File: src/common/tccd_map.svh
`ifndef TCCD_MAP_SVH
`define TCCD_MAP_SVH

// Clock and toggle timing
`define TCCD_CLK_NS 8
`define TCCD_PHASE_NS 30000
`define TCCD_PHASE_CYC (`TCCD_PHASE_NS / `TCCD_CLK_NS)
`define TCCD_HALF_CYC (`TCCD_PHASE_CYC / 2)
`define TCCD_TMR_W 12

// Synchroniser width and field positions in the comparator vector
`define TCCD_SYNC_W 5
`define TCCD_SYN_LVL_LO 0
`define TCCD_SYN_LVL_HI 2
`define TCCD_SYN_DAC 3
`define TCCD_SYN_VBUS 4

// Event status bits
`define TCCD_IRQ_W 4
`define TCCD_IRQ_LEVEL 0
`define TCCD_IRQ_COMP 1
`define TCCD_IRQ_VBUS 2
`define TCCD_IRQ_TOGDONE 3

// Level status codes
`define TCCD_LVL_RA 2'h0
`define TCCD_LVL_USB 2'h1
`define TCCD_LVL_1A5 2'h2
`define TCCD_LVL_3A0 2'h3

// Source current codes
`define TCCD_CUR_HIGH 2'h3
`define TCCD_CUR_RESET 2'h1

// Attach thresholds used while toggling as source
`define TCCD_DAC_RD_STD 6'h26
`define TCCD_DAC_RD_HIGH 6'h3E
`define TCCD_DAC_RESET 6'h00

// Resolved toggle outcomes
`define TCCD_RES_NONE 3'h0
`define TCCD_RES_SRC_CC1 3'h1
`define TCCD_RES_SRC_CC2 3'h2
`define TCCD_RES_SNK_CC1 3'h5
`define TCCD_RES_SNK_CC2 3'h6

`endif

File: src/common/tccd_pkg.sv
package tccd_pkg;

  typedef enum logic [1:0] {
    TCCD_MODE_DRP,
    TCCD_MODE_SRC_ONLY,
    TCCD_MODE_SNK_ONLY
  } tccd_mode_t;

  typedef enum logic [1:0] {
    TCCD_ST_OFF,
    TCCD_ST_SRC,
    TCCD_ST_SNK,
    TCCD_ST_DONE
  } tccd_state_t;

endpackage : tccd_pkg

File: src/logic/tccd_sync.sv
`timescale 1ns/1ps
`include "tccd_map.svh"

module tccd_sync (
  input wire logic clk_sys_i,
  input wire logic rst_i,
  input wire logic [`TCCD_SYNC_W-1:0] async_i,
  output logic [`TCCD_SYNC_W-1:0] stage2_o,
  output logic [`TCCD_SYNC_W-1:0] stage3_o
);

  logic [`TCCD_SYNC_W-1:0] stage1;

  genvar g;
  generate
    for (g = 0; g < `TCCD_SYNC_W; g = g + 1) begin : g_bit
      always_ff @(posedge clk_sys_i or posedge rst_i) begin
        if (rst_i) begin
          stage1[g] <= 1'b0;
          stage2_o[g] <= 1'b0;
          stage3_o[g] <= 1'b0;
        end else begin
          stage1[g] <= async_i[g];
          stage2_o[g] <= stage1[g];
          stage3_o[g] <= stage2_o[g];
        end
      end
    end
  endgenerate

endmodule : tccd_sync

File: src/logic/tccd_top.sv
// What this block does
// - Three fixed CC comparators; any CC or DAC comparator change raises level and comp events.
// - Software sets a 6-bit DAC threshold for a finer CC comparator.
// - Fixed VBUS-valid comparator; DAC comparator can be switched onto VBUS.
// - After reset both CC pins float, no pull-up or pull-down.
// - Software-selected sink mode applies Rd pull-downs on CC pins.
// - Autonomous toggle drives pulls and measure selects, alternating source and sink.
// - Toggle may instead stay source-only or sink-only, polling both CC pins.
// - On resolution raise toggle-done and report role and orientation.
// - Toggle enable high runs autonomous toggle; low leaves control to software.
// - Sink side reports VBUS valid as status and change event.
// - Level status: 00 Ra, 01 default, 10 1.5 A, 11 with comp for 3 A.
// - As source, advertise the selected charging current on the pull-up.
// - Current changed before attach is presented on the next clock, without waiting for a partner to attach.
// - Current changed while attached switches the CC line immediately.
// - Source Rd attach test uses DAC 1.6 V, or 2.6 V for high current.
// - Source Ra shows by level and comp at current-dependent thresholds.
// - Active-low open-drain interrupt output prompts the processor.
`timescale 1ns/1ps
`include "tccd_map.svh"

module tccd_top (
  input wire logic clk_sys_i,
  input wire logic rst_i,
  input wire logic toggle_en_i,
  input wire tccd_pkg::tccd_mode_t toggle_mode_i,
  input wire logic [1:0] source_current_select_i,
  input wire logic pulldown_cc1_en_i,
  input wire logic pulldown_cc2_en_i,
  input wire logic pullup_cc1_en_i,
  input wire logic pullup_cc2_en_i,
  input wire logic measure_cc1_sel_i,
  input wire logic measure_cc2_sel_i,
  input wire logic measure_vbus_sel_i,
  input wire logic [5:0] dac_level_i,
  input wire logic [`TCCD_IRQ_W-1:0] irq_mask_i,
  input wire logic [`TCCD_IRQ_W-1:0] irq_clear_i,
  input wire logic [2:0] cmp_level_i,
  input wire logic cmp_dac_i,
  input wire logic cmp_vbus_i,
  output logic pulldown_cc1_en_o,
  output logic pulldown_cc2_en_o,
  output logic pullup_cc1_en_o,
  output logic pullup_cc2_en_o,
  output logic measure_cc1_sel_o,
  output logic measure_cc2_sel_o,
  output logic measure_vbus_sel_o,
  output logic [1:0] source_current_o,
  output logic [5:0] dac_level_o,
  output logic [1:0] cc_level_status_o,
  output logic comp_o,
  output logic vbus_valid_o,
  output logic [`TCCD_IRQ_W-1:0] irq_status_o,
  output logic [2:0] toggle_result_state_o,
  output logic int_n_o,
  output logic int_n_oe_o
);

  function automatic logic [1:0] level_code(input logic [2:0] therm);
    if (therm[2]) begin
      level_code = `TCCD_LVL_3A0;
    end else if (therm[1]) begin
      level_code = `TCCD_LVL_1A5;
    end else if (therm[0]) begin
      level_code = `TCCD_LVL_USB;
    end else begin
      level_code = `TCCD_LVL_RA;
    end
  endfunction : level_code

  logic [`TCCD_SYNC_W-1:0] syn2;
  logic [`TCCD_SYNC_W-1:0] syn3;
  logic [`TCCD_SYNC_W-1:0] filt;
  logic [`TCCD_SYNC_W-1:0] prev_filt;
  logic [1:0] level_now;
  tccd_pkg::tccd_state_t st;
  tccd_pkg::tccd_state_t next_st;
  logic [`TCCD_TMR_W-1:0] tmr;
  logic on_cc2;
  logic half_end;
  logic phase_end;
  logic hit;
  logic [2:0] next_result;
  logic [`TCCD_IRQ_W-1:0] evt;
  logic [5:0] src_thresh;

  tccd_sync u_sync (
    .clk_sys_i(clk_sys_i),
    .rst_i(rst_i),
    .async_i({cmp_vbus_i, cmp_dac_i, cmp_level_i}),
    .stage2_o(syn2),
    .stage3_o(syn3)
  );

  // Accept a comparator change once two stages agree
  always_ff @(posedge clk_sys_i or posedge rst_i) begin
    if (rst_i) begin
      filt <= '0;
      prev_filt <= '0;
    end else begin
      filt <= (syn2 & syn3) | (filt & (syn2 | syn3));
      prev_filt <= filt;
    end
  end

  assign level_now = level_code(filt[`TCCD_SYN_LVL_HI:`TCCD_SYN_LVL_LO]);

  // Status outputs
  always_ff @(posedge clk_sys_i or posedge rst_i) begin
    if (rst_i) begin
      cc_level_status_o <= `TCCD_LVL_RA;
      comp_o <= 1'b0;
      vbus_valid_o <= 1'b0;
    end else begin
      cc_level_status_o <= level_now;
      comp_o <= filt[`TCCD_SYN_DAC];
      vbus_valid_o <= filt[`TCCD_SYN_VBUS];
    end
  end

  // Attach threshold while toggling as source
  assign src_thresh = (source_current_select_i == `TCCD_CUR_HIGH) ?
    `TCCD_DAC_RD_HIGH : `TCCD_DAC_RD_STD;

  // Toggle timer and phase bookkeeping
  assign half_end = (tmr == `TCCD_TMR_W'(`TCCD_HALF_CYC - 1));
  assign phase_end = (tmr == `TCCD_TMR_W'(`TCCD_PHASE_CYC - 1));
  assign hit = (st == tccd_pkg::TCCD_ST_SRC) ? !filt[`TCCD_SYN_DAC] :
    (level_now != `TCCD_LVL_RA);

  always_comb begin
    next_st = st;
    next_result = toggle_result_state_o;
    unique case (st)
      tccd_pkg::TCCD_ST_OFF: begin
        next_result = `TCCD_RES_NONE;
        if (toggle_en_i) begin
          if (toggle_mode_i == tccd_pkg::TCCD_MODE_SNK_ONLY) begin
            next_st = tccd_pkg::TCCD_ST_SNK;
          end else begin
            next_st = tccd_pkg::TCCD_ST_SRC;
          end
        end
      end
      tccd_pkg::TCCD_ST_SRC, tccd_pkg::TCCD_ST_SNK: begin
        if ((half_end || phase_end) && hit) begin
          next_st = tccd_pkg::TCCD_ST_DONE;
          if (st == tccd_pkg::TCCD_ST_SRC) begin
            next_result = on_cc2 ? `TCCD_RES_SRC_CC2 : `TCCD_RES_SRC_CC1;
          end else begin
            next_result = on_cc2 ? `TCCD_RES_SNK_CC2 : `TCCD_RES_SNK_CC1;
          end
        end else if (phase_end &&
                     toggle_mode_i == tccd_pkg::TCCD_MODE_DRP) begin
          next_st = (st == tccd_pkg::TCCD_ST_SRC) ?
            tccd_pkg::TCCD_ST_SNK : tccd_pkg::TCCD_ST_SRC;
        end else if (phase_end &&
                     toggle_mode_i == tccd_pkg::TCCD_MODE_SRC_ONLY) begin
          next_st = tccd_pkg::TCCD_ST_SRC;
        end else if (phase_end) begin
          next_st = tccd_pkg::TCCD_ST_SNK;
        end
        if (!toggle_en_i) begin
          next_st = tccd_pkg::TCCD_ST_OFF;
        end
      end
      tccd_pkg::TCCD_ST_DONE: begin
        if (!toggle_en_i) begin
          next_st = tccd_pkg::TCCD_ST_OFF;
        end
      end
    endcase
  end

  always_ff @(posedge clk_sys_i or posedge rst_i) begin
    if (rst_i) begin
      st <= tccd_pkg::TCCD_ST_OFF;
      toggle_result_state_o <= `TCCD_RES_NONE;
    end else begin
      st <= next_st;
      toggle_result_state_o <= next_result;
    end
  end

  always_ff @(posedge clk_sys_i or posedge rst_i) begin
    if (rst_i) begin
      tmr <= '0;
      on_cc2 <= 1'b0;
    end else if (st != next_st || phase_end) begin
      tmr <= '0;
      on_cc2 <= 1'b0;
    end else begin
      tmr <= tmr + `TCCD_TMR_W'(1);
      on_cc2 <= on_cc2 | half_end;
    end
  end

  // Terminations and measurement selects
  always_ff @(posedge clk_sys_i or posedge rst_i) begin
    if (rst_i) begin
      pulldown_cc1_en_o <= 1'b0;
      pulldown_cc2_en_o <= 1'b0;
      pullup_cc1_en_o <= 1'b0;
      pullup_cc2_en_o <= 1'b0;
      measure_cc1_sel_o <= 1'b0;
      measure_cc2_sel_o <= 1'b0;
      measure_vbus_sel_o <= 1'b0;
      dac_level_o <= `TCCD_DAC_RESET;
    end else begin
      unique case (st)
        tccd_pkg::TCCD_ST_OFF: begin
          pulldown_cc1_en_o <= pulldown_cc1_en_i;
          pulldown_cc2_en_o <= pulldown_cc2_en_i;
          pullup_cc1_en_o <= pullup_cc1_en_i;
          pullup_cc2_en_o <= pullup_cc2_en_i;
          measure_cc1_sel_o <= measure_cc1_sel_i;
          measure_cc2_sel_o <= measure_cc2_sel_i;
          measure_vbus_sel_o <= measure_vbus_sel_i;
          dac_level_o <= dac_level_i;
        end
        tccd_pkg::TCCD_ST_SRC, tccd_pkg::TCCD_ST_SNK: begin
          pulldown_cc1_en_o <= (st == tccd_pkg::TCCD_ST_SNK);
          pulldown_cc2_en_o <= (st == tccd_pkg::TCCD_ST_SNK);
          pullup_cc1_en_o <= (st == tccd_pkg::TCCD_ST_SRC);
          pullup_cc2_en_o <= (st == tccd_pkg::TCCD_ST_SRC);
          measure_cc1_sel_o <= !on_cc2;
          measure_cc2_sel_o <= on_cc2;
          measure_vbus_sel_o <= 1'b0;
          dac_level_o <= src_thresh;
        end
        tccd_pkg::TCCD_ST_DONE: begin
          pulldown_cc1_en_o <= toggle_result_state_o == `TCCD_RES_SNK_CC1;
          pulldown_cc2_en_o <= toggle_result_state_o == `TCCD_RES_SNK_CC2;
          pullup_cc1_en_o <= toggle_result_state_o == `TCCD_RES_SRC_CC1;
          pullup_cc2_en_o <= toggle_result_state_o == `TCCD_RES_SRC_CC2;
          measure_cc1_sel_o <= toggle_result_state_o == `TCCD_RES_SRC_CC1 ||
            toggle_result_state_o == `TCCD_RES_SNK_CC1;
          measure_cc2_sel_o <= toggle_result_state_o == `TCCD_RES_SRC_CC2 ||
            toggle_result_state_o == `TCCD_RES_SNK_CC2;
          measure_vbus_sel_o <= 1'b0;
          dac_level_o <= src_thresh;
        end
      endcase
    end
  end

  // Advertised current follows the select at once, attached or not
  always_ff @(posedge clk_sys_i or posedge rst_i) begin
    if (rst_i) begin
      source_current_o <= `TCCD_CUR_RESET;
    end else begin
      source_current_o <= source_current_select_i;
    end
  end

  // Sticky events; a new event beats a clear in the same cycle
  always_comb begin
    evt = '0;
    evt[`TCCD_IRQ_LEVEL] = (filt[`TCCD_SYN_LVL_HI:`TCCD_SYN_LVL_LO] !=
      prev_filt[`TCCD_SYN_LVL_HI:`TCCD_SYN_LVL_LO]) ||
      (filt[`TCCD_SYN_DAC] != prev_filt[`TCCD_SYN_DAC]);
    evt[`TCCD_IRQ_COMP] = evt[`TCCD_IRQ_LEVEL];
    evt[`TCCD_IRQ_VBUS] = filt[`TCCD_SYN_VBUS] !=
      prev_filt[`TCCD_SYN_VBUS];
    evt[`TCCD_IRQ_TOGDONE] = (next_st == tccd_pkg::TCCD_ST_DONE) &&
      (st != tccd_pkg::TCCD_ST_DONE);
  end

  always_ff @(posedge clk_sys_i or posedge rst_i) begin
    if (rst_i) begin
      irq_status_o <= '0;
    end else begin
      irq_status_o <= (irq_status_o & ~irq_clear_i) | evt;
    end
  end

  // Open-drain interrupt pin, pulled low while anything unmasked pends
  always_ff @(posedge clk_sys_i or posedge rst_i) begin
    if (rst_i) begin
      int_n_o <= 1'b0;
      int_n_oe_o <= 1'b0;
    end else begin
      int_n_o <= 1'b0;
      int_n_oe_o <= |(irq_status_o & ~irq_mask_i);
    end
  end

  // Checks
  chk_float_reset: assert property (
    @(posedge clk_sys_i) $fell(rst_i) |->
      !pullup_cc1_en_o && !pullup_cc2_en_o &&
      !pulldown_cc1_en_o && !pulldown_cc2_en_o)
    else $error("CC pins not floating after reset");

  chk_sink_rd: assert property (
    @(posedge clk_sys_i) disable iff (rst_i)
    (st == tccd_pkg::TCCD_ST_OFF && pulldown_cc1_en_i) |=>
      pulldown_cc1_en_o)
    else $error("Sink pull-down not applied");

  chk_toggle_pulls: assert property (
    @(posedge clk_sys_i) disable iff (rst_i)
    (st == tccd_pkg::TCCD_ST_SNK && $past(st) == tccd_pkg::TCCD_ST_SNK) |->
      pulldown_cc1_en_o && pulldown_cc2_en_o && !pullup_cc1_en_o)
    else $error("Sink phase terminations wrong");

  chk_src_only: assert property (
    @(posedge clk_sys_i) disable iff (rst_i)
    (toggle_mode_i == tccd_pkg::TCCD_MODE_SRC_ONLY &&
     st == tccd_pkg::TCCD_ST_SRC && toggle_en_i) |=>
      st != tccd_pkg::TCCD_ST_SNK)
    else $error("Source-only toggle entered sink phase");

  chk_done_event: assert property (
    @(posedge clk_sys_i) disable iff (rst_i)
    (st == tccd_pkg::TCCD_ST_DONE && $past(st) != tccd_pkg::TCCD_ST_DONE)
      |-> irq_status_o[`TCCD_IRQ_TOGDONE] &&
      toggle_result_state_o != `TCCD_RES_NONE)
    else $error("Toggle done without event or result");

  chk_manual_ctl: assert property (
    @(posedge clk_sys_i) disable iff (rst_i)
    (!toggle_en_i && st == tccd_pkg::TCCD_ST_OFF) [*2] |->
      pullup_cc2_en_o == $past(pullup_cc2_en_i))
    else $error("Manual pull-up not followed");

  chk_level_event: assert property (
    @(posedge clk_sys_i) disable iff (rst_i)
    $changed(cc_level_status_o) |->
      irq_status_o[`TCCD_IRQ_LEVEL] && irq_status_o[`TCCD_IRQ_COMP])
    else $error("Level change raised no event");

  chk_vbus_event: assert property (
    @(posedge clk_sys_i) disable iff (rst_i)
    $changed(vbus_valid_o) |-> ##[0:1] irq_status_o[`TCCD_IRQ_VBUS])
    else $error("VBUS change raised no event");

  chk_current_now: assert property (
    @(posedge clk_sys_i) disable iff (rst_i)
    $changed(source_current_select_i) |=>
      source_current_o == $past(source_current_select_i))
    else $error("Advertised current not updated");

  chk_int_hold: assert property (
    @(posedge clk_sys_i) disable iff (rst_i)
    (|(irq_status_o & ~irq_mask_i)) [*2] |-> int_n_oe_o && !int_n_o)
    else $error("Interrupt released while pending");

endmodule : tccd_top

File: config.mk
export PLATFORM = sky130hd
export DESIGN_NAME = tccd_top
export DESIGN_NICKNAME = d
export VERILOG_FILES = /design/src/common/tccd_pkg.sv /design/src/logic/tccd_sync.sv /design/src/logic/tccd_top.sv
export VERILOG_INCLUDE_DIRS = /design/src /design/src/common
export SDC_FILE = /design/constraint.sdc
export NUM_CORES = 1
export LEC_CHECK = 0
export BUFFER_PORTS_ARGS = -buffer_cell sky130_fd_sc_hd__clkbuf_2
export CORE_ASPECT_RATIO = 0.5
export CORE_MARGIN = 5
export CORE_UTILIZATION = 41
export CTS_CLUSTER_DIAMETER = 150
export CTS_CLUSTER_SIZE = 24
export DETAILED_ROUTE_END_ITERATION = 10
export GPL_TIMING_DRIVEN = 0
export SLEW_MARGIN = 0
export SYNTH_ARGS = -nofsm -noshare
export SYNTH_HDL_FRONTEND = slang
export SYNTH_SLANG_ARGS = --single-unit
File: constraint.sdc
create_clock -name clk_sys_i -period 2.41 [get_ports clk_sys_i]
set_input_delay 0.1205 -clock clk_sys_i [delete_from_list [all_inputs] [get_ports clk_sys_i]]
set_output_delay 0.1205 -clock clk_sys_i [all_outputs]
set_load 0.02 [all_outputs]
==> metrics, run 1 <==
outcome finished, final reports clean; multi-input logic area between 0.001 and 0.0015 mm2; Initial Utilization between 40% and 50%; die width between 100 and 150 um; Yosys top cell area share 57.7%; vias approximately 2000; Routed WL per cell between 10 and 15 um; fraction of the mapped netlist area in adder cells 4.95%; CTS Buf Count 9; most frequent cells in the layout dfrtp_1, clkbuf_2, nand2_1, inv_1, dlygate4sd3_1; combinational family with the most area after synthesis simple AND/OR/NAND/NOR gates; Fillers 592; MaxCap Viol Count 0; number of global-route vias before repair roughly 2000; r2r endpoint tmr[6]; Pleak ~1.7 nW; Detailed Place HPWL 3.88 mm; CTS sink cnt 65; Synth Register Bits between 60 and 70; RSZ-0062 raised after global routing no; Post-synth EDFFs 0; non-filler cells, final approximately 420; initial antenna violation count 0; xor/xnor cell area share of the yosys netlist ~5%; number of buffers and inverters on the critical path 3; CTS tree done; crit path cell chain inv_1 -> ha_1 -> clkbuf_1 -> mux2_2 -> o2111ai_1 -> nand3_2 -> buf_4 -> nor3_2; Slew @ Worst Pin ~0.55 ns; Bufs on Longest Clock Path 2; # IOs between 60 and 70; CP endpoint kind register; R2R depth 8; DR pass1 iterations 4; Final setup viols 0; drt drc 0; Worst path max stage delay roughly 0.40 ns; Placeable Area about 0.0066 mm2; Slew HR a little over three fifths; complex-gate fraction of the synthesized area 9.19%; Final Wtd Congestion between 0.7 and 0.8; fin crit period approximately 2.2 ns; crit path DAT 2.46 ns; crit path from st[0]; Worst Setup Start Kind register; post-CTS setup buffers 0; reg2reg start st[0]; Power Dens Cells 1030 mW/mm2; Overall Power ~0.0038 W; syn nets 280; Req. time, crit path approximately 2.7 ns; critical path's top delay family buffers and inverters; Synth warnings 0; Via-to-Cell Ratio approximately 4.6; worst skew pair latency 0.33 ns; DP Cell Count 391; CTS root buffer clkbuf_16; Period Utilization, post-route between 90% and 100%; Starting DRT DRC Count between 70 and 80; largest net degree at the start of global routing between 40 and 50; Simple-Gate Fraction of Synth Area around 17%; Synth area leader dfrtp_1; Mapped Area about 0.0028 mm2; gr usage total between 10% and 20%; sequential-to-total area share from yosys stat 58.6%; synth top area cells dfrtp_1, nor3_2, ha_1; Hold Vio Cnt, Final 0; unique cell type count in the Yosys netlist 46; number of diodes 0; Max Slew Vio Count 0; Detail Route Antenna Nets 0; FP Rows 21; worst hold slack 0.0107 ns; top_reg_cell synth dfrtp_1; Die H around 70 um; nets@finish ~360; Die ar. ~0.0086 mm2; Buffers on Ports 58; design area ~0.0037 mm2; worst-case vdd ir drop 0.382 mV; critical path depth 8; register area between 0.0015 and 0.002 mm2; final wirelength 5.41 mm; critical path endpoint tmr[6]; share of cells above drive strength 1 30.4%; Crit Path Max Fanout 10; CTS H-Tree Depth 3; commonest non-fill, non-tap cell in the layout dfrtp_1; placed instance area about 0.0032 mm2; Clk pin slew, worst setup/hold paths roughly 0.050 ns; Syn Area/Cell 11.6 um2; mux contribution to synthesized area between 1.5 and 2%; Post-Syn Instances 240; flop2flop setup slack slightly below 0.2 ns; asr flop ratio synth 100%; Slowest-stage cell, CP dfrtp_1; Hold Crit Class primary input to register; total congestion overflow 0; critical path class register to register; Syn-to-layout area delta 32.7%; first-pass GRT wire length 9.21 mm; Clock Skews approximately 0.0046 ns; Peak Freq around 450 MHz
[synth_stat cells (all sizes together), types with 4 or more instances]
cell type  instances
a21oi             11
or2                4
nor3               9
and3               5
ha                 7
nand3              9
xor2               9
nand2             23
dfrtp             64
o21ai             14
clkbuf             5
nor2              13
xnor2              7
inv               16
maj3               5
[kinds of logic after synthesis]
group,count (synthesis)
simple gates,80
compound gates,38
mux,4
xor+xnor,16
other cells,1
fa+ha+maj,12
flops,65
buf+inv,24
[worst register-to-register path, stage by stage (launching register included)]
cell and delay [ns]:
dfrtp_1 0.40, inv_1 0.18, ha_1 0.17, clkbuf_1 0.30
mux2_2 0.38, o2111ai_1 0.12, nand3_2 0.18, buf_4 0.24
nor3_2 0.17
[cell type report]
class,count,area share [%]
well taps,92,3.12
repair buffers,74,12.5
clock buffers,15,8.08
plain buffers,7,1.12
flip-flops and latches,65,44.2
clock inverters,1,0.814
inverters,16,1.63
multi-input cells,151,28.6
[flip-flops by register name (all words and copies together) (netlist names), 2 cells and up]
signal / count
tmr: 12
dac_level_o: 6
filt: 5
prev_filt: 5
u_sync.stage1: 5
u_sync.stage2_o: 5
u_sync.stage3_o: 5
irq_status_o: 4
toggle_result_state_o: 3
cc_level_status_o: 2
source_current_o: 2
st: 2
[timing repair]
| action | 4_1_cts | 5_1_grt |
|---|---|---|
| resized for setup | 1 | 2 |
| pin swaps | 0 | 0 |
| hold buffers | 14 | 1 |
| endpoints found under the setup margin | 10 | 11 |
| hold endpoints to repair | 36 | 1 |
[per-stage QoR]
stage	setup slack (ns)	util (%)	TNS, ns
after global routing	0.0511	55.7	0
final	0.194	55.7	0
after floorplan	0.431	-	0
after detailed placement	-0.0736	48.4	-0.598
after global placement	-0.0116	48.1	-0.0541
after CTS	0.0460	55.5	0
[layer usage]
layer | wire length, um | global-route usage, % | part of all wire [%]
met1 | 2540 | 16.8 | 47
met2 | 2420 | 21.8 | 45
met3 | 372 | 5.38 | 6.9
met4 | 78 | 7.62 | 1.4
met5 | 0 | 0 | 0
[worst min path at each step]
stage	end	slack, ns	start	cells after the start
3_5_place_dp	toggle_result_state_o[2]	0.18	rst_i	2
4_1_cts	pullup_cc1_en_o	0.00005	pullup_cc1_en_i	3
6_report	dac_level_o[1]	0.01	dac_level_i[1]	2
3_3_place_gp	source_current_o[0]	0.22	source_current_select_i[0]	1
2_1_floorplan	source_current_o[0]	0.12	source_current_select_i[0]	0
5_1_grt	dac_level_o[1]	0.006	dac_level_i[1]	2
[power breakdown]
group | internal (W) | switching [W] | leakage (nW)
combinational | 0.000388 | 0.000668 | 0.796
clock | 0.000940 | 0.000422 | 0.162
sequential | 0.00127 | 0.000104 | 0.788
Note: power is estimated with default switching activity, not from simulation.
==> run 2, diff against run 1 <==
- SYNTH_HIERARCHICAL: default -> 1
==> metrics, run 2 <==
worst-case vdd ir drop 0.471 mV; Clock Skews between 0.003 and 0.004 ns; Fillers roughly 560; final wirelength between 5 and 6 mm; DP Cell Count 392; Crit Path Max Fanout 9; Clk pin slew, worst setup/hold paths 0.05 ns; fin crit period between 2 and 2.5 ns; Place WS -0.0351 ns; Via-to-Cell Ratio about 4.7; number of global-route vias before repair 2045; Die H between 60 and 70 um; synth cell count leaders dfrtp_1, nand2_1, inv_1, o21ai_0, a21oi_1; commonest non-fill, non-tap cell in the layout dfrtp_1; Synth Register Bits 65; gr usage total around 15%; Die ar. approximately 0.0086 mm2; Worst Setup Start Kind register; Peak Freq around 450 MHz; Slew @ Worst Pin approximately 0.54 ns; nets@finish roughly 370; drt drc 0; critical path class register to register; most frequent cells in the layout dfrtp_1, clkbuf_2, nand2_1, dlygate4sd3_1; CTS sink cnt 65; CP endpoint kind register; part of the power in the clock network between 30% and 40%; vias 2033; share of cells above drive strength 1 about 29%; placed instance area between 0.003 and 0.004 mm2; Final setup viols 0; CTS Buf Count 9; Starting DRT DRC Count between 100 and 150; sequential-to-total area share from yosys stat around 60%; top_reg_cell synth dfrtp_1; outcome finished, final reports clean; most frequent cell after synthesis dfrtp_1; Final Wtd Congestion just under 0.9; total congestion overflow 0; asr flop ratio synth between 90% and 100%; Req. time, crit path approximately 2.6 ns; DR pass1 iterations 4; non-filler cells, final 430; Pleak around 1.8 nW; MaxCap Viol Count 0; Syn Area/Cell about 11 um2; Max Slew Vio Count 0; CTS H-Tree Depth 3; fin worst setup slack slightly below 0.2 ns; P_sw approximately 0.0014 W; Post-synth EDFFs 0; Post-Syn Instances 240; crit path DAT 2.41 ns; Initial Utilization a little over two fifths; end-of-flow core utilization a little under three fifths; max reg flops 12; syn nets between 200 and 300; Period Utilization, post-route 91.9%; Syn-to-layout area delta 37.0%; Routed WL per cell 13.0 um; synth top area cells dfrtp_1, xor2_1, ha_1; Detail Route Antenna Nets 0; die width about 130 um; Sw Ratio 32.9%; Buffers on Ports 59; Synth area leader dfrtp_1; Combinational Power Share between 30% and 40%; Hold Vio Cnt, Final 0; Placeable Area 0.00662 mm2; Detailed Place HPWL roughly 3.9 mm; CTS tree done; unique cell type count in the Yosys netlist 47; largest net degree at the start of global routing 35; Yosys top cell area share 58.1%; FP Rows 21; number of diodes 0; Mapped Area 0.00276 mm2; Reg power frac 33.2%; largest register by flop count tmr; Top Registers tmr x12, dac_level_o x6; Slew HR around 64%; register area ~0.0016 mm2; initial antenna violation count 0; RSZ-0062 raised after global routing no; CTS root buffer clkbuf_16; # IOs just over 60; Synth warnings 6; Hold Crit Class primary input to register; Bufs on Longest Clock Path 2; multi-input logic area 0.00104 mm2; Power Dens Cells 1120 mW/mm2; worst skew pair latency between 0.3 and 0.4 ns; design area between 0.003 and 0.004 mm2; first-pass GRT wire length 9.70 mm; Internal Power about 0.0028 W
[run 2: area by class of cell]
cell class                      count  area share, %
Multi-Input combinational cell    152           27.6
Clock buffer                       11           6.42
Inverter                           16           1.59
Buffer                              7           1.09
Timing Repair Buffer               82           14.4
Clock inverter                      5           2.72
Tap cell                           92           3.05
Sequential cell                    65           43.1
[run 2: power by group through the flow]
stage / Clock (W) / Sequential, W / Combinational (W)
3_3_place_gp: 0 / 0.00142 / 0.00127
2_1_floorplan: 0 / 0.00155 / 0.000780
6_report: 0.00148 / 0.00141 / 0.00136
5_1_grt: 0.00157 / 0.00144 / 0.00153
3_5_place_dp: 0 / 0.00142 / 0.00129
4_1_cts: 0.00152 / 0.00141 / 0.00133
[run 2: layer usage]
metal	wire [um]	GRT usage (%)
met4	61	5.61
met5	0	0
met3	350	5.07
met2	2510	24.1
met1	2660	18.1
[run 2: stage by stage]
| step | TNS [ns] | hold slack [ns] | power, W |
|---|---|---|---|
| 2_1_floorplan | 0 | 0.0220 | 0.00233 |
| 3_3_place_gp | 0 | 0.168 | 0.00269 |
| 3_5_place_dp | -0.0622 | 0.119 | 0.00271 |
| 4_1_cts | 0 | 0.00159 | 0.00425 |
| 5_1_grt | 0 | 0.0151 | 0.00453 |
| 6_report | 0 | 0.0125 | 0.00425 |
[run 2: worst paths after layout]
| kind | startpoint | end | slack [ns] | cells after the start |
|---|---|---|---|---|
| setup / recovery | st[1] | tmr[2] | 0.20 | 9 |
| hold / removal | measure_cc2_sel_i | measure_cc2_sel_o | 0.01 | 3 |
| setup reg to reg | st[1] | tmr[2] | 0.20 | 9 |
| hold reg to reg | u_sync/stage1[3] | u_sync/stage2_o[3] | 0.35 | 0 |
| max in group asynchronous | rst_i | source_current_o[0] | 1.51 | 4 |
| min in group asynchronous | rst_i | filt[2] | 0.33 | 3 |
[run 2: timing repair]
action / 4_1_cts / 5_1_grt
resized for setup: 1 / 5
gates cloned: 0 / 0
hold buffers: 21 / 0
endpoints found under the hold margin: 51 / 0
setup buffers: 0 / 1
setup endpoints to repair: 9 / 13
[run 2: cells by family after synthesis]
kind of cell / count (synthesis) / share of synthesized area (%)
fa+ha+maj: 12 / 4.99
mux: 5 / 2.04
buf+inv: 23 / 3.63
xor+xnor: 16 / 5.08
flops: 65 / 59.0
simple gates: 77 / 14.9
compound gates: 41 / 10.2
other cells: 1 / 0.136
[run 2: worst max-delay path: stages (launching register included)]
cell      delay (ns)
dfrtp_2         0.46
inv_1           0.14
ha_1            0.36
nand2_1         0.14
o311ai_4        0.08
a21oi_2         0.11
a41oi_2         0.27
mux2i_4         0.31
buf_12          0.15
nor3_1          0.05
==> run 3, diff against run 2 <==
- CORE_UTILIZATION: 41 -> 40
- PLACE_DENSITY: default -> 0.66
==> metrics, run 3 (synthesis gave the netlist of run 2 again) <==
vias about 2000; wl on met1 about 2.4 mm; met3 WL a little under 400 um; worst hold slack ~0.011 ns; fin crit period approximately 2.3 ns; Final Wtd Congestion between 0.8 and 0.9; Top Registers tmr x12, dac_level_o x6; Crit Path Max Fanout 9; Starting DRT DRC Count 82; largest net degree at the start of global routing 29; Die ar. around 0.0088 mm2; max reg flops 12; Buffers on Ports 59; Placeable Area 0.00670 mm2; Hold Vio Cnt, Final 0; Place WS 0.0246 ns; Hold Crit Class primary input to register; top sig layer met4; Max Slew Vio Count 0; number of diodes 0; CTS sink cnt between 60 and 70; outcome finished, final reports clean; Peak Freq roughly 440 MHz; worst-case vdd ir drop 0.456 mV; Initial Utilization 41.2%; CTS tree done; RSZ-0062 raised after global routing no; setup TNS 0 ns; Via-to-Cell Ratio ~4.7; gr usage total 13.3%; Clock Skews between 0.007 and 0.008 ns; Bufs on Longest Clock Path 2; largest register by flop count tmr; CTS root buffer clkbuf_16; Slew @ Worst Pin roughly 0.53 ns; Final setup viols 0; nets@finish 368; Worst Setup Start Kind register; first-pass GRT wire length roughly 9 mm; FP Rows 21; total congestion overflow 0; Clk pin slew, worst setup/hold paths approximately 0.050 ns; Slew HR about two thirds; critical path class register to register; CTS Buf Count 9; Routed WL per cell 12.6 um; Pleak ~1.7 nW; Die H ~70 um; crit path DAT around 2.5 ns; drt drc 0; CTS H-Tree Depth 3; die width approximately 130 um; commonest non-fill, non-tap cell in the layout dfrtp_1; Met2 Wirelength around 2.5 mm; initial antenna violation count 0; Detailed Place HPWL between 3 and 4 mm; # IOs 61; most frequent cells in the layout dfrtp_1, clkbuf_2, nand2_1, dlygate4sd3_1, o21ai_0; fin worst setup slack around 0.13 ns; Period Utilization, post-route a little over nine tenths; MaxCap Viol Count 0; DR pass1 iterations 4; worst skew pair latency ~0.33 ns; Syn-to-layout area delta 33.8%; final wirelength roughly 5.4 mm; Power Dens Cells around 1100 mW/mm2; Detail Route Antenna Nets 0; share of cells above drive strength 1 approximately 29%; number of global-route vias before repair roughly 1900; CP endpoint kind register; Req. time, crit path 2.60 ns
[run 3: cell types whose count changed in the layout (fill, tap and decap cells not counted)]
cell           delta
clkbuf_1          -1
inv_6             +1
clkbuf_8          +1
dlygate4sd3_1     -4
o21ai_1           -1
buf_12            -1
clkinv_2          -1
clkinv_4          +1
o21ai_0           +1
clkinvlp_4        +1
bufinv_16         -2
[run 3: final cells by class]
class | count | area [um2]
Inverter | 16 | 60.1
Multi-Input combinational cell | 152 | 1040
Timing Repair Buffer | 77 | 485
Tap cell | 92 | 115
Sequential cell | 65 | 1630
Fill cell | 563 | 3010
Clock buffer | 11 | 253
Clock inverter | 5 | 62.6
Buffer | 7 | 41.3
[run 3: final timing paths]
| path | slack (ns) | depth (start not counted) | end | start |
|---|---|---|---|---|
| max reg2reg | 0.13 | 8 | tmr[9] | st[1] |
| min reg2reg | 0.35 | 0 | u_sync/stage2_o[2] | u_sync/stage1[2] |
| min | 0.01 | 3 | measure_cc2_sel_o | measure_cc2_sel_i |
| max in group asynchronous | 1.49 | 4 | st[1] | rst_i |
| min in group asynchronous | 0.38 | 3 | prev_filt[3] | rst_i |
| max | 0.13 | 8 | tmr[9] | st[1] |
[run 3: timing repair]
action	4_1_cts	5_1_grt
hold endpoints to repair	52	0
endpoints found under the setup margin	3	6
hold buffers	17	0
cloned	0	0
gates resized for setup	1	4
setup buffers	0	0
pin swaps	0	0
[run 3: through the flow]
stage | cells | total power (W) | instance area, um2 | utilization [%]
after CTS | 425 | 0.00407 | 3680 | 55.0
after global routing | 425 | 0.00429 | 3690 | 55.1
final | 425 | 0.00404 | 3690 | 55.1
after global placement | 391 | 0.00267 | 3170 | 47.3
after detailed placement | 392 | 0.00270 | 3190 | 47.6
after floorplan | 240 | 0.00233 | 2760 | -
[run 3: metal layers]
| metal | up-vias | GRT usage, % |
|---|---|---|
| met2 | 59 | 22.0 |
| met3 | 12 | 5.92 |
| met4 | 0 | 4.14 |
| met5 | - | 0 |
| met1 | 913 | 15.8 |
| li1 | 996 | - |
[run 3: power breakdown]
part | switching [W] | total (W) | internal (W)
Combinational | 0.000817 | 0.00132 | 0.000501
Clock | 0.000457 | 0.00132 | 0.000860
Sequential | 0.000124 | 0.00140 | 0.00128
Total | 0.00140 | 0.00404 | 0.00264
[run 3: worst max-delay path, stage by stage (launching register included)]
cell	delay, ns
dfrtp_2	0.46
inv_1	0.14
ha_1	0.36
nand2_1	0.15
o311ai_4	0.09
a21oi_2	0.12
a41oi_2	0.28
mux2i_4	0.44
nor3_1	0.11
